File: src/hw/rsrs_defs.svh
// constants for the rolling shutter row sequencer and its controller
// assumes one 250 MHz system clock on both ends
// Operation
// - separate read row and reset row pointers
// - both pointers step on each row advance but the first of a frame
// - exposure is row gap between both pointers
// - combined drive merges pointers, drives both sides
// - combined when dual flag or variant 1/2
// - default readout is double sampled, fpn corrected
// - repeat read resets once, reads many times
// - repeat read outputs reset level and samples
// - controller supplies pixel rate clock, 31.25 MHz from a 40 MHz target
// - controller pulses frame begin each frame
// - row advance selects row, starts blanking
// - sequencer needs only clock, frame, row pulses
// - pulse placement fixed by the row blanking window constants
// - first slope full frame, second uses shutter
// - read type bit: 0 double, 1 repeat
// - variant field ignored under double sampling
// - bit 4: 0 shutter, 1 both sides
// - exposure held in 12-bit field 11:0
`ifndef RSRS_DEFS_SVH
`define RSRS_DEFS_SVH
// sensor register addresses on the serial load
`define RSRS_REG_SEQ      4'h0
`define RSRS_REG_LINES    4'h2
`define RSRS_REG_EXPO     4'h3
`define RSRS_REG_XSTART   4'h5
`define RSRS_REG_YSTART   4'h6
// sequencer register fields
`define RSRS_SEQ_RR_BIT   0
`define RSRS_SEQ_VAR_LO   1
`define RSRS_SEQ_VAR_HI   2
`define RSRS_SEQ_DUAL_BIT 4
// reset values
`define RSRS_SEQ_RST      12'h100
`define RSRS_LINES_RST    12'hbc6
`define RSRS_EXPO_RST     12'h001
`define RSRS_XSTART_RST   12'h000
`define RSRS_YSTART_RST   12'h000
// row blanking windows, in pixel clocks after row advance
`define RSRS_BLK_SYNC     8'h00
`define RSRS_BLK_LOAD     8'h01
`define RSRS_BLK_RST_LO   8'h02
`define RSRS_BLK_RST_HI   8'h05
`define RSRS_BLK_SEL      8'h06
`define RSRS_BLK_SIG      8'h08
`define RSRS_BLK_RRST_LO  8'h0a
`define RSRS_BLK_RRST_HI  8'h0c
`define RSRS_BLK_SRST     8'h0e
`define RSRS_BLK_END      8'h10
// serial word length and timing
`define RSRS_SER_BITS     16
`define RSRS_SER_HALF     8'h04
// clock rates and derived pixel clock half period, rounded up
`define RSRS_SYS_MHZ      250
`define RSRS_PIX_MHZ      40
`define RSRS_PIX_HALF     ((`RSRS_SYS_MHZ + 2 * `RSRS_PIX_MHZ - 1) / (2 * `RSRS_PIX_MHZ))
// controller pulse positions within a row, in pixel clocks
`define RSRS_FRAME_AT     16'h0000
`define RSRS_ROWADV_AT    16'h0002
// controller bus register offsets
`define RSRS_A_CTRL       8'h00
`define RSRS_A_ROWPER     8'h04
`define RSRS_A_FLINES     8'h08
`define RSRS_A_SERCMD     8'h0c
`define RSRS_A_STATUS     8'h10
`define RSRS_ROWPER_RST   16'h0040
`define RSRS_FLINES_RST   16'h0010
`endif

File: src/hw/rsrs_pkg.sv
// types used by the sensor end of the row sequencer link
package rsrs_pkg;
   typedef enum logic [1:0] {RS_IDLE, RS_BLANK, RS_ACTIVE} rsrs_row_state_t;
   typedef struct packed {
      logic [3:0]  addr;
      logic [11:0] data;
   } rsrs_ser_word_t;
endpackage

File: src/hw/rsrs_link_if.sv
// pins between camera controller and sensor sequencer
// all driven by the controller from flops on its own clock
`timescale 1ns/10ps
`default_nettype none
interface rsrs_link_if;
   logic pixelRateClock;
   logic frameBegin;
   logic rowAdvance;
   logic serClk;
   logic serData;
   logic serLoad;
   modport sensor (input pixelRateClock, frameBegin, rowAdvance, serClk, serData, serLoad);
   modport ctrl (output pixelRateClock, frameBegin, rowAdvance, serClk, serData, serLoad);
endinterface
`default_nettype wire

File: src/hw/rsrs_sensor.sv
// sensor end: row pointers, row blanking sequencer, serial registers
// assumes link pins are asynchronous; each passes two flops first
`timescale 1ns/10ps
`default_nettype none
`include "rsrs_defs.svh"
module rsrs_sensor #(
   parameter int REPEAT_FRAMES = 4
) (
   input  wire logic       sys_clk,
   input  wire logic       reset,
   rsrs_link_if.sensor     link,
   output logic [11:0]     readRow,
   output logic [11:0]     shutterRow,
   output logic [11:0]     resetRowAddr,
   output logic            rowResetPulse,
   output logic            rowSelPulse,
   output logic            driveBothSides,
   output logic            slopeSupplySel,
   output logic            rowSync,
   output logic            colStartLoad,
   output logic [6:0]      colStart,
   output logic            sampleSignal,
   output logic            sampleReset,
   output logic            resetLevelTag,
   output logic            fpnCorrect,
   output logic            repeatReadSelect,
   output logic [1:0]      repeatReadVariant,
   output logic            rowActive
);
   logic [5:0]  sync1;
   logic [5:0]  sync2;
   logic [5:0]  sync3;
   logic        pixRise;
   logic        frameRise;
   logic        rowRise;
   logic        serClkRise;
   logic        serLoadRise;
   logic [15:0] serShift;
   logic [11:0] seqReg;
   logic [11:0] linesReg;
   logic [11:0] expoReg;
   logic [6:0]  xStartReg;
   logic [7:0]  yStartReg;
   logic        combined;
   logic        firstFrame;
   logic        frameFresh;
   logic [7:0]  blankCnt;
   logic [$clog2(REPEAT_FRAMES+1)-1:0] frameIdx;
   logic        inBlank;
   logic        shutterReset;
   logic        readReset;
   logic [11:0] lastRow;
   rsrs_pkg::rsrs_row_state_t state;
   rsrs_pkg::rsrs_ser_word_t  serWord;

   function automatic logic [11:0] nextRow(input logic [11:0] ptr, input logic [11:0] first,
                                           input logic [11:0] last);
      nextRow = (ptr >= last) ? first : 12'(ptr + 12'h001);
   endfunction

   function automatic logic inWin(input logic [7:0] cnt, input logic [7:0] lo,
                                  input logic [7:0] hi);
      inWin = (cnt >= lo) && (cnt <= hi);
   endfunction

   // only sync2 is read by logic; sync3 holds last value for edges
   always_ff @(posedge sys_clk) begin
      if (reset) begin
         sync1 <= 6'h00;
         sync2 <= 6'h00;
         sync3 <= 6'h00;
      end else begin
         sync1 <= {link.pixelRateClock, link.frameBegin, link.rowAdvance,
                   link.serClk, link.serData, link.serLoad};
         sync2 <= sync1;
         sync3 <= sync2;
      end
   end

   assign pixRise     = sync2[5] & ~sync3[5];
   assign frameRise   = sync2[4] & ~sync3[4];
   assign rowRise     = sync2[3] & ~sync3[3];
   assign serClkRise  = sync2[2] & ~sync3[2];
   assign serLoadRise = sync2[0] & ~sync3[0];
   assign serWord     = serShift;

   // serial shift register, msb first, written on load
   always_ff @(posedge sys_clk) begin
      if (reset) begin
         serShift <= 16'h0000;
      end else if (serClkRise) begin
         serShift <= {serShift[14:0], sync2[1]};
      end
   end

   always_ff @(posedge sys_clk) begin
      if (reset) begin
         seqReg    <= `RSRS_SEQ_RST;
         linesReg  <= `RSRS_LINES_RST;
         expoReg   <= `RSRS_EXPO_RST;
         xStartReg <= 7'(`RSRS_XSTART_RST);
         yStartReg <= 8'(`RSRS_YSTART_RST);
      end else if (serLoadRise) begin
         unique case (serWord.addr)
            `RSRS_REG_SEQ:    seqReg    <= serWord.data;
            `RSRS_REG_LINES:  linesReg  <= serWord.data;
            `RSRS_REG_EXPO:   expoReg   <= serWord.data;
            `RSRS_REG_XSTART: xStartReg <= serWord.data[6:0];
            `RSRS_REG_YSTART: yStartReg <= serWord.data[7:0];
            default: ;
         endcase
      end
   end

   assign repeatReadSelect  = seqReg[`RSRS_SEQ_RR_BIT];
   assign repeatReadVariant = seqReg[`RSRS_SEQ_VAR_HI:`RSRS_SEQ_VAR_LO];
   // variant only counts under repeat read
   assign combined = seqReg[`RSRS_SEQ_DUAL_BIT]
                   | (repeatReadSelect && (repeatReadVariant == 2'h1
                                           || repeatReadVariant == 2'h2));
   assign lastRow = 12'({4'h0, yStartReg} + linesReg - 12'h001);

   // repeat read groups frames; the first of a group does the reset
   always_ff @(posedge sys_clk) begin
      if (reset) begin
         frameIdx <= '0;
      end else if (frameRise) begin
         frameIdx <= (frameIdx >= REPEAT_FRAMES - 1) ? '0 : frameIdx + 1'b1;
      end
   end
   assign firstFrame = (frameIdx == '0);

   // pointers: reset row leads read row by the exposure
   always_ff @(posedge sys_clk) begin
      if (reset) begin
         readRow    <= 12'h000;
         shutterRow <= 12'h000;
         frameFresh <= 1'b0;
      end else if (frameRise) begin
         readRow    <= {4'h0, yStartReg};
         shutterRow <= (13'({4'h0, yStartReg}) + 13'(expoReg) > 13'(lastRow))
                       ? 12'({4'h0, yStartReg} + expoReg - linesReg)
                       : 12'({4'h0, yStartReg} + expoReg);
         frameFresh <= 1'b1;
      end else if (rowRise) begin
         // first row after frame begin stays on the start row
         if (!frameFresh) begin
            readRow    <= nextRow(readRow, {4'h0, yStartReg}, lastRow);
            shutterRow <= nextRow(shutterRow, {4'h0, yStartReg}, lastRow);
         end
         frameFresh <= 1'b0;
      end
   end

   // row sequencer runs off the three link pulses only
   always_ff @(posedge sys_clk) begin
      if (reset) begin
         state    <= rsrs_pkg::RS_IDLE;
         blankCnt <= 8'h00;
      end else if (rowRise) begin
         state    <= rsrs_pkg::RS_BLANK;
         blankCnt <= 8'h00;
      end else if (pixRise) begin
         unique case (state)
            rsrs_pkg::RS_IDLE:   state <= rsrs_pkg::RS_IDLE;
            rsrs_pkg::RS_BLANK: begin
               if (blankCnt == `RSRS_BLK_END) begin
                  state <= rsrs_pkg::RS_ACTIVE;
               end else begin
                  blankCnt <= blankCnt + 8'h01;
               end
            end
            rsrs_pkg::RS_ACTIVE: state <= rsrs_pkg::RS_ACTIVE;
         endcase
      end
   end

   assign inBlank = (state == rsrs_pkg::RS_BLANK);
   // repeat read resets a row only in the first frame of a group
   assign shutterReset = inBlank && !combined && (!repeatReadSelect || firstFrame)
                       && inWin(blankCnt, `RSRS_BLK_RST_LO, `RSRS_BLK_RST_HI);
   assign readReset = inBlank && (!repeatReadSelect || (combined && firstFrame))
                    && inWin(blankCnt, `RSRS_BLK_RRST_LO, `RSRS_BLK_RRST_HI);

   always_ff @(posedge sys_clk) begin
      if (reset) begin
         rowResetPulse  <= 1'b0;
         resetRowAddr   <= 12'h000;
         slopeSupplySel <= 1'b0;
         driveBothSides <= 1'b0;
         rowSelPulse    <= 1'b0;
      end else begin
         rowResetPulse  <= shutterReset | readReset;
         // merged pointers: the read row is reset from both sides
         resetRowAddr   <= shutterReset ? shutterRow : readRow;
         driveBothSides <= combined;
         // shutter reset from the second supply; the read reset gives full frame
         slopeSupplySel <= shutterReset;
         rowSelPulse    <= inBlank && inWin(blankCnt, `RSRS_BLK_SEL, `RSRS_BLK_SRST);
      end
   end

   always_ff @(posedge sys_clk) begin
      if (reset) begin
         rowSync      <= 1'b0;
         colStartLoad <= 1'b0;
         colStart     <= 7'h00;
      end else begin
         rowSync      <= inBlank && blankCnt == `RSRS_BLK_SYNC;
         colStartLoad <= inBlank && blankCnt == `RSRS_BLK_LOAD;
         if (inBlank && blankCnt == `RSRS_BLK_LOAD) begin
            colStart <= xStartReg;
         end
      end
   end

   always_ff @(posedge sys_clk) begin
      if (reset) begin
         sampleSignal  <= 1'b0;
         sampleReset   <= 1'b0;
         resetLevelTag <= 1'b0;
         fpnCorrect    <= 1'b1;
         rowActive     <= 1'b0;
      end else begin
         sampleSignal  <= inBlank && blankCnt == `RSRS_BLK_SIG;
         sampleReset   <= inBlank && blankCnt == `RSRS_BLK_SRST
                          && (!repeatReadSelect || firstFrame);
         resetLevelTag <= inBlank && blankCnt == `RSRS_BLK_SRST
                          && repeatReadSelect && firstFrame;
         fpnCorrect    <= !repeatReadSelect;
         rowActive     <= (state == rsrs_pkg::RS_ACTIVE);
      end
   end
endmodule // rsrs_sensor
`default_nettype wire

File: src/flat_wrapper.sv
// flat-port wrapper written by rule: the top's interface ports become plain ports
module rsrs_sensor_flat 
#(
   parameter int REPEAT_FRAMES = 4
)
  (sys_clk, reset, readRow, shutterRow, resetRowAddr, rowResetPulse, rowSelPulse, driveBothSides, slopeSupplySel, rowSync, colStartLoad, colStart, sampleSignal, sampleReset, resetLevelTag, fpnCorrect, repeatReadSelect, repeatReadVariant, rowActive, link_pixelRateClock, link_frameBegin, link_rowAdvance, link_serClk, link_serData, link_serLoad);
  rsrs_link_if link_i ();
  input  wire logic sys_clk;
  input  wire logic reset;
  output logic [11:0] readRow;
  output logic [11:0] shutterRow;
  output logic [11:0] resetRowAddr;
  output logic rowResetPulse;
  output logic rowSelPulse;
  output logic driveBothSides;
  output logic slopeSupplySel;
  output logic rowSync;
  output logic colStartLoad;
  output logic [6:0] colStart;
  output logic sampleSignal;
  output logic sampleReset;
  output logic resetLevelTag;
  output logic fpnCorrect;
  output logic repeatReadSelect;
  output logic [1:0] repeatReadVariant;
  output logic rowActive;
  input wire logic [$bits(link_i.pixelRateClock)-1:0] link_pixelRateClock;
  input wire logic [$bits(link_i.frameBegin)-1:0] link_frameBegin;
  input wire logic [$bits(link_i.rowAdvance)-1:0] link_rowAdvance;
  input wire logic [$bits(link_i.serClk)-1:0] link_serClk;
  input wire logic [$bits(link_i.serData)-1:0] link_serData;
  input wire logic [$bits(link_i.serLoad)-1:0] link_serLoad;
  assign link_i.pixelRateClock = link_pixelRateClock;
  assign link_i.frameBegin = link_frameBegin;
  assign link_i.rowAdvance = link_rowAdvance;
  assign link_i.serClk = link_serClk;
  assign link_i.serData = link_serData;
  assign link_i.serLoad = link_serLoad;
  rsrs_sensor #(.REPEAT_FRAMES(REPEAT_FRAMES)) u_core (.sys_clk(sys_clk), .reset(reset), .link(link_i), .readRow(readRow), .shutterRow(shutterRow), .resetRowAddr(resetRowAddr), .rowResetPulse(rowResetPulse), .rowSelPulse(rowSelPulse), .driveBothSides(driveBothSides), .slopeSupplySel(slopeSupplySel), .rowSync(rowSync), .colStartLoad(colStartLoad), .colStart(colStart), .sampleSignal(sampleSignal), .sampleReset(sampleReset), .resetLevelTag(resetLevelTag), .fpnCorrect(fpnCorrect), .repeatReadSelect(repeatReadSelect), .repeatReadVariant(repeatReadVariant), .rowActive(rowActive));
endmodule
File: config.mk
export PLATFORM = sky130hd
export DESIGN_NAME = rsrs_sensor_flat
export DESIGN_NICKNAME = d
export VERILOG_FILES = /design/src/hw/rsrs_pkg.sv /design/src/hw/rsrs_link_if.sv /design/src/hw/rsrs_sensor.sv /design/src/flat_wrapper.sv
export VERILOG_INCLUDE_DIRS = /design/src /design/src/hw
export SDC_FILE = /design/constraint.sdc
export NUM_CORES = 1
export LEC_CHECK = 0
export BUFFER_PORTS_ARGS = -buffer_cell sky130_fd_sc_hd__buf_2
export CORE_MARGIN = 2
export CORE_UTILIZATION = 42
export CTS_BUF_LIST = sky130_fd_sc_hd__clkbuf_16
export DETAILED_ROUTE_END_ITERATION = 10
export HOLD_SLACK_MARGIN = 0.05
export PLACE_DENSITY_LB_ADDON = 0.25
export SLEW_MARGIN = 20
export SYNTH_ARGS = -nofsm -noshare
export SYNTH_HDL_FRONTEND = slang
export SYNTH_SLANG_ARGS = --single-unit
File: constraint.sdc
create_clock -name sys_clk -period 5.6 [get_ports sys_clk]
set_input_delay 0.56 -clock sys_clk [delete_from_list [all_inputs] [get_ports sys_clk]]
set_output_delay 0.56 -clock sys_clk [all_outputs]
set_load 0.01 [all_outputs]
After elaboration in Yosys (flattened, before gate mapping)

Index checks and enable logic that the tools add are counted.
Widths: inputs -> output; s select.

Input port bits: 8
Output and inout bits: 57
Flip-flop bits (word level): 146
Word-level logic and storage cells: 136

Muxes and demuxes: 17
Reductions and logical operators: 41
Order comparisons: 10
Equal/unequal tests: 15
Bitwise operators: 14
Add/subtract/negate cells: 9

Operators with widths:

| kind                  | count |
|---|---|
| $mux 12               | 7 |
| $add 12x1->12 const B | 2 |
| $add 8x12->12         | 2 |
| $ge 12x12->1          | 2 |
| $mux 8                | 3 |
| $logic_and 1x1->1     | 18 |
| $reduce_and 2->1      | 9 |
| $eq 8x4->1 const B    | 2 |
| $le 8x4->1 const B    | 2 |
| $add 8x12->13         | 1 |
| $gt 13x12->1          | 1 |
| $sub 12x1->12 const B | 1 |
| $sub 12x12->12        | 1 |
| $add 8x1->8 const B   | 1 |
| $eq 4x2->1 const B    | 2 |
| $eq 4x3->1 const B    | 2 |
| $eq 8x1->1 const B    | 1 |
| $eq 8x5->1 const B    | 1 |
| $ge 8x2->1 const B    | 1 |
| $ge 8x3->1 const B    | 1 |
| $ge 8x4->1 const B    | 1 |
| $le 8x3->1 const B    | 1 |
| $logic_not 8->1       | 1 |
| $not 1->1             | 7 |
| 21 further kinds      | 36 |

Depth between registers and ports, before layout

Depth after elaboration: 9
Gate-level depth with buffers: 24
Gate-level depth less buffers: 22

Worst setup path after synthesis

Ideal clock, no wire load.

Kind: register to register
Start point: reg u_core.yStartReg[1]
End point: reg u_core.shutterRow[1]
Arrival: 4.379 ns
Library setup time: 0.124 ns
Clock period less this slack: 4.503 ns
Stages on the path, launching flop included: 24
Data required time: 5.476 ns
Slack: 1.097 ns
Path buffers: 2
Cells stage by stage: dfxtp_1 -> inv_1 -> ha_1 -> inv_1 -> ha_1 -> fa_1 -> a21o_2 -> a21oi_1 -> o21bai_1 -> a21oi_1 -> o21bai_1 -> a21oi_1 -> o21bai_1 -> a21oi_1 -> xnor2_1 -> ha_1 -> a41o_1 -> a211oi_1 -> buf_2 -> buf_2 -> mux2i_1 -> a21oi_1 -> a31oi_1 -> o21ai_0

Longest elaborated chain between the ends: 7
Elaborated cells on any way between the ends: 12
Classes of those cells: add/sub (5); order compare (2); mux (5)

Ends and longest elaborated chain:

| what                   | RTL line           | source |
|---|---|---|
| start, declared        | rsrs_sensor.sv:43  | `logic [7:0] yStartReg;` |
| start signal, assigned | rsrs_sensor.sv:102 | `` yStartReg <= 8'(`RSRS_YSTART_RST); `` |
| start signal, assigned | rsrs_sensor.sv:109 | `` `RSRS_REG_YSTART: yStartReg <= serWord.data[7:0]; `` |
| $add 8x12->12          | rsrs_sensor.sv:121 | `assign lastRow = 12'({4'h0, yStartReg} + linesReg - 12'h001);` |
| $sub 12x1->12          | rsrs_sensor.sv:121 |  |
| $ge 12x12->1           | rsrs_sensor.sv:58  | `nextRow = (ptr >= last) ? first : 12'(ptr + 12'h001);` |
| $mux 12                | rsrs_sensor.sv:58  |  |
| $mux 12                | rsrs_sensor.sv:147 | `if (!frameFresh) begin` |
| $mux 12                | rsrs_sensor.sv:145 | `end else if (rowRise) begin` |
| $mux 12 (*)            | rsrs_sensor.sv:139 | `end else if (frameRise) begin` |
| end signal, assigned   | rsrs_sensor.sv:141 | `shutterRow <= (13'({4'h0, yStartReg}) + 13'(expoReg) > 13'(lastRow))` |
| end signal, assigned   | rsrs_sensor.sv:149 | `shutterRow <= nextRow(shutterRow, {4'h0, yStartReg}, lastRow);` |
| end, declared          | rsrs_sensor.sv:13  | `output logic [11:0] shutterRow,` |

Mark *: on every way between the ends. The rest lies on a longest branch, timed or not. The select of a mux whose other input is x is not followed.
A chain may end at the register's enable or synchronous reset.

Final worst setup path

Start point: reg u_core.yStartReg[1]
End point: reg u_core.shutterRow[10]

Same word-level chain as after synthesis.

==> results.sh <==
export IMPL_status="finished clean"
export IMPL_min_period_over_period_pct=90.1
export IMPL_antenna_found_initial=0
export IMPL_grt_pass1_vias=6251
export IMPL_syn_area_per_cell_um2=8.40
export IMPL_hold_path_class="in2reg"
export IMPL_grt_max_degree=92
export IMPL_gr_total_overflow=0
export IMPL_p_comb_share_pct=4.2
export IMPL_io_pin_count=65
export IMPL_p_int_uw=1740
export IMPL_synthArstFlopShare_pct=0
export IMPL_hold_violations=0
export IMPL_track_usage_pct=19.4
export IMPL_postCtsHoldBufs=0
export IMPL_worst_pin_slew_ns=0.927
export IMPL_pre_cts_ws_ns=0.605
export IMPL_final_antenna_net_count=0
export IMPL_cp_start_kind="register"
export IMPL_clkSinkCount=144
export IMPL_num_rows=51
export IMPL_reg2reg_from="u_core.yStartReg[1]$_SDFFE_PP0P_"
export IMPL_io_buffers=64
export IMPL_max_freq_mhz=198
export IMPL_synthCells=978
export IMPL_core_area_um2=19300
export IMPL_wire_per_inst_um=15.0
export IMPL_drt_pass1_iterations=4
export IMPL_whs_path_depth=2
export IMPL_final_setup_skew_ns=0.00955
export IMPL_power_density_nw_per_um2=246
export IMPL_clk_latency_ns=0.43
export IMPL_synth_area_leader_cell="dfxtp_1"
export IMPL_crit_arrival_ns=5.37
export IMPL_drtIter0Drc=361
export IMPL_final_nets=1118
export IMPL_setup_viol=0
export IMPL_synth_area_top_cells="dfxtp_1 35%, ha_1 12%, mux2i_1 5.4%"
export IMPL_cts_buffer_depth=2
export IMPL_pwr_share_clk_pct=49.7
export IMPL_cp_end_kind="register"
export IMPL_synth_edf_count=0
export IMPL_numCtsBuffers=17
export IMPL_htree_num_levels=4
export IMPL_die_x_um=144
export IMPL_p_seq_share_pct=46.1
export IMPL_synth_top_cell_area_share_pct=35.1
export IMPL_drv_cap=0
export IMPL_routed_wl_um=19500
export IMPL_swShare_pct=24.1
export IMPL_worst_r2r_cell_count=22
export IMPL_ys_warn_count=0
export IMPL_grt_pass1_wl_um=31600
export IMPL_gp_congestion=0.834
export IMPL_ys_ff_latch=144
export IMPL_slew_violations=0
export IMPL_synth_ff_type="dfxtp_1"
export IMPL_ys_types=72
export IMPL_slew_headroom_pct=38.2
export IMPL_power_switching_uw=551
export IMPL_grt_setup_unrepaired="no"
export IMPL_critPathMaxFanout=21
export IMPL_via_per_inst=5.21
export IMPL_initial_core_util_pct=42.5
export IMPL_drive_above_1_share_pct=11.3
export IMPL_antenna_cells=0
export IMPL_postCtsResizedCells=0
export IMPL_dp_final_hpwl_um=14400
export IMPL_postCtsSetupRepairBufs=0
export IMPL_fin_crit_ns=5.04
export IMPL_crit_required_ns=5.92
export IMPL_fin_tns_setup_ns=0
export IMPL_fin_ws_ns=0.556
export IMPL_path_clk_slew_ns=0.07
export IMPL_vias=6789
export IMPL_timing_rr_end="u_core.shutterRow[10]$_SDFFE_PP0P_"
export IMPL_root_buffer="clkbuf_16"
export IMPL_p_leak_uw=0.00435
export IMPL_yosysSeqAreaShare_pct=35.1
export IMPL_holdPathEnd="u_core.sync1[0]$_SDFF_PP0_"
export IMPL_die_y_um=144
export IMPL_cts_tree="built"
export IMPL_reg2reg_slack_ns=0.56
export IMPL_die_area_um2=20700
export IMPL_drc=0
export IMPL_synth_area_um2=8220
export IMPL_area_growth_pct=13.2
export IMPL_path_class="reg2reg"
export IMPL_synth_nets=1070
export IMPL_min_from="link_serLoad"
export IMPL_max_vdd_ir_drop_uv=163
[worst max-delay path: stages, from the launching register on]
cell and delay (ns):
dfxtp_1 0.49, inv_1 0.08, ha_1 0.29, inv_1 0.04, ha_1 0.24, fa_1 0.42, a21o_2 0.20, a21oi_1 0.23
o21bai_1 0.09, a21oi_1 0.22, o21bai_1 0.09, a21oi_1 0.25, o21bai_1 0.09, a21oi_1 0.17, xnor2_1 0.23, ha_1 0.33
and3_1 0.17, a211oi_2 0.20, buf_4 0.27, nand2_1 0.14, o41ai_1 0.36, a21oi_1 0.08, nor4_1 0.25
[kinds of logic after synthesis]
group	after synthesis	synth area share (%)
xor gates and xnor gates	43	4.58
adders and majority gates	86	13.3
DFF	144	35.1
AOI/OAI and AO/OA	191	15.2
buffers and inverters	100	5.12
muxes	45	5.50
and+or+nand+nor	369	21.2
[power groups by stage]
| stage | sequential [uW] | combinational [uW] | clock (uW) |
|---|---|---|---|
| 3_5_place_dp | 1080 | 96.0 | 0 |
| 2_1_floorplan | 1080 | 65.7 | 0 |
| 3_3_place_gp | 1080 | 95.2 | 0 |
| 5_1_grt | 1060 | 107 | 1200 |
| 4_1_cts | 1060 | 97.0 | 1160 |
| 6_report | 1060 | 96.2 | 1140 |
[cell type report]
cell class,count,area (um^2)
inverter,60,225
clock buffer,17,425
timing repair buffer,69,360
sequential,144,2880
fill,1895,10000
multi-input combinational,734,4920
clock inverter,13,153
tap,265,332
[per-stage QoR]
step | power [uW] | hold WS (ns) | util (%) | instance area (um^2) | cells
after floorplan | 1140 | 0.414 | - | 8220 | 978
after global placement | 1170 | 0.426 | 45.1 | 8720 | 1272
after detailed placement | 1170 | 0.427 | 45.1 | 8720 | 1272
after CTS | 2310 | 0.322 | 48.1 | 9300 | 1302
after global routing | 2360 | 0.338 | 48.1 | 9300 | 1302
final | 2290 | 0.336 | 48.1 | 9300 | 1302
[worst max-delay path by stage]
stage                                           from                            endpoint  slack [ns]  cells past startpoint
finish              u_core.yStartReg[1]$_SDFFE_PP0P_  u_core.shutterRow[10]$_SDFFE_PP0P_        0.56                     22
global route        u_core.yStartReg[1]$_SDFFE_PP0P_  u_core.shutterRow[10]$_SDFFE_PP0P_        0.10                     22
CTS                 u_core.yStartReg[1]$_SDFFE_PP0P_  u_core.shutterRow[10]$_SDFFE_PP0P_        0.58                     22
detailed placement  u_core.yStartReg[1]$_SDFFE_PP0P_  u_core.shutterRow[10]$_SDFFE_PP0P_        0.60                     22
global placement    u_core.yStartReg[1]$_SDFFE_PP0P_  u_core.shutterRow[10]$_SDFFE_PP0P_        0.83                     22
floorplan           u_core.yStartReg[1]$_SDFFE_PP0P_   u_core.shutterRow[1]$_SDFFE_PP0P_        1.10                     23
[metal layers]
metal	part of all wire (%)	GRT usage [%]	vias to the layer above
met3	3.0	2.80	21
met4	1.7	6.71	0
met2	47	32.2	97
met5	0	0	-
li1	-	-	3494
met1	49	25.8	3177
[cells in the mapped netlist, drive strengths merged, types with 6 or more instances]
| cell type | number |
|---|---|
| dfxtp | 144 |
| nand2 | 116 |
| nor2 | 108 |
| a21oi | 82 |
| ha | 81 |
| inv | 60 |
| mux2i | 44 |
| clkbuf | 28 |
| nor2b | 26 |
| xnor2 | 26 |
| o21ai | 23 |
| nand3 | 21 |
| nor3 | 21 |
| xor2 | 17 |
| and3 | 15 |
| a211oi | 14 |
| nand2b | 14 |
| a21o | 12 |
| buf | 12 |
| nand4 | 9 |
| a211o | 8 |
| nor4 | 7 |
| o21bai | 7 |
| nand3b | 6 |
[cell usage in the layout, fill, tap and decap left out, types with 7 or more instances in the layout]
cell	count
clkbuf_16	17
a211o_1	8
nand2_1	116
nor3_1	21
nand3_1	21
a21oi_1	80
xnor2_1	26
buf_2	63
a21o_1	11
nor4_1	7
o21bai_1	7
nor2_1	107
o21ai_0	22
nor2b_1	25
nand4_1	9
a211oi_1	11
inv_1	60
dfxtp_1	144
ha_1	81
nand2b_1	14
xor2_1	17
and3_1	15
mux2i_1	44
[flip-flops by register name, indices dropped and copies added, names as in the netlist, 2 cells and up]
signal,flops
u_core.shutterRow,12
u_core.linesReg,12
u_core.colStart,7
u_core.state,2
u_core.resetRowAddr,12
u_core.serShift,16
u_core.sync2,6
u_core.sync3,5
u_core.seqReg,4
u_core.frameIdx,3
u_core.yStartReg,8
u_core.readRow,12
u_core.expoReg,12
u_core.blankCnt,8
u_core.sync1,6
u_core.xStartReg,7
(Power assumes the default switching activity.)
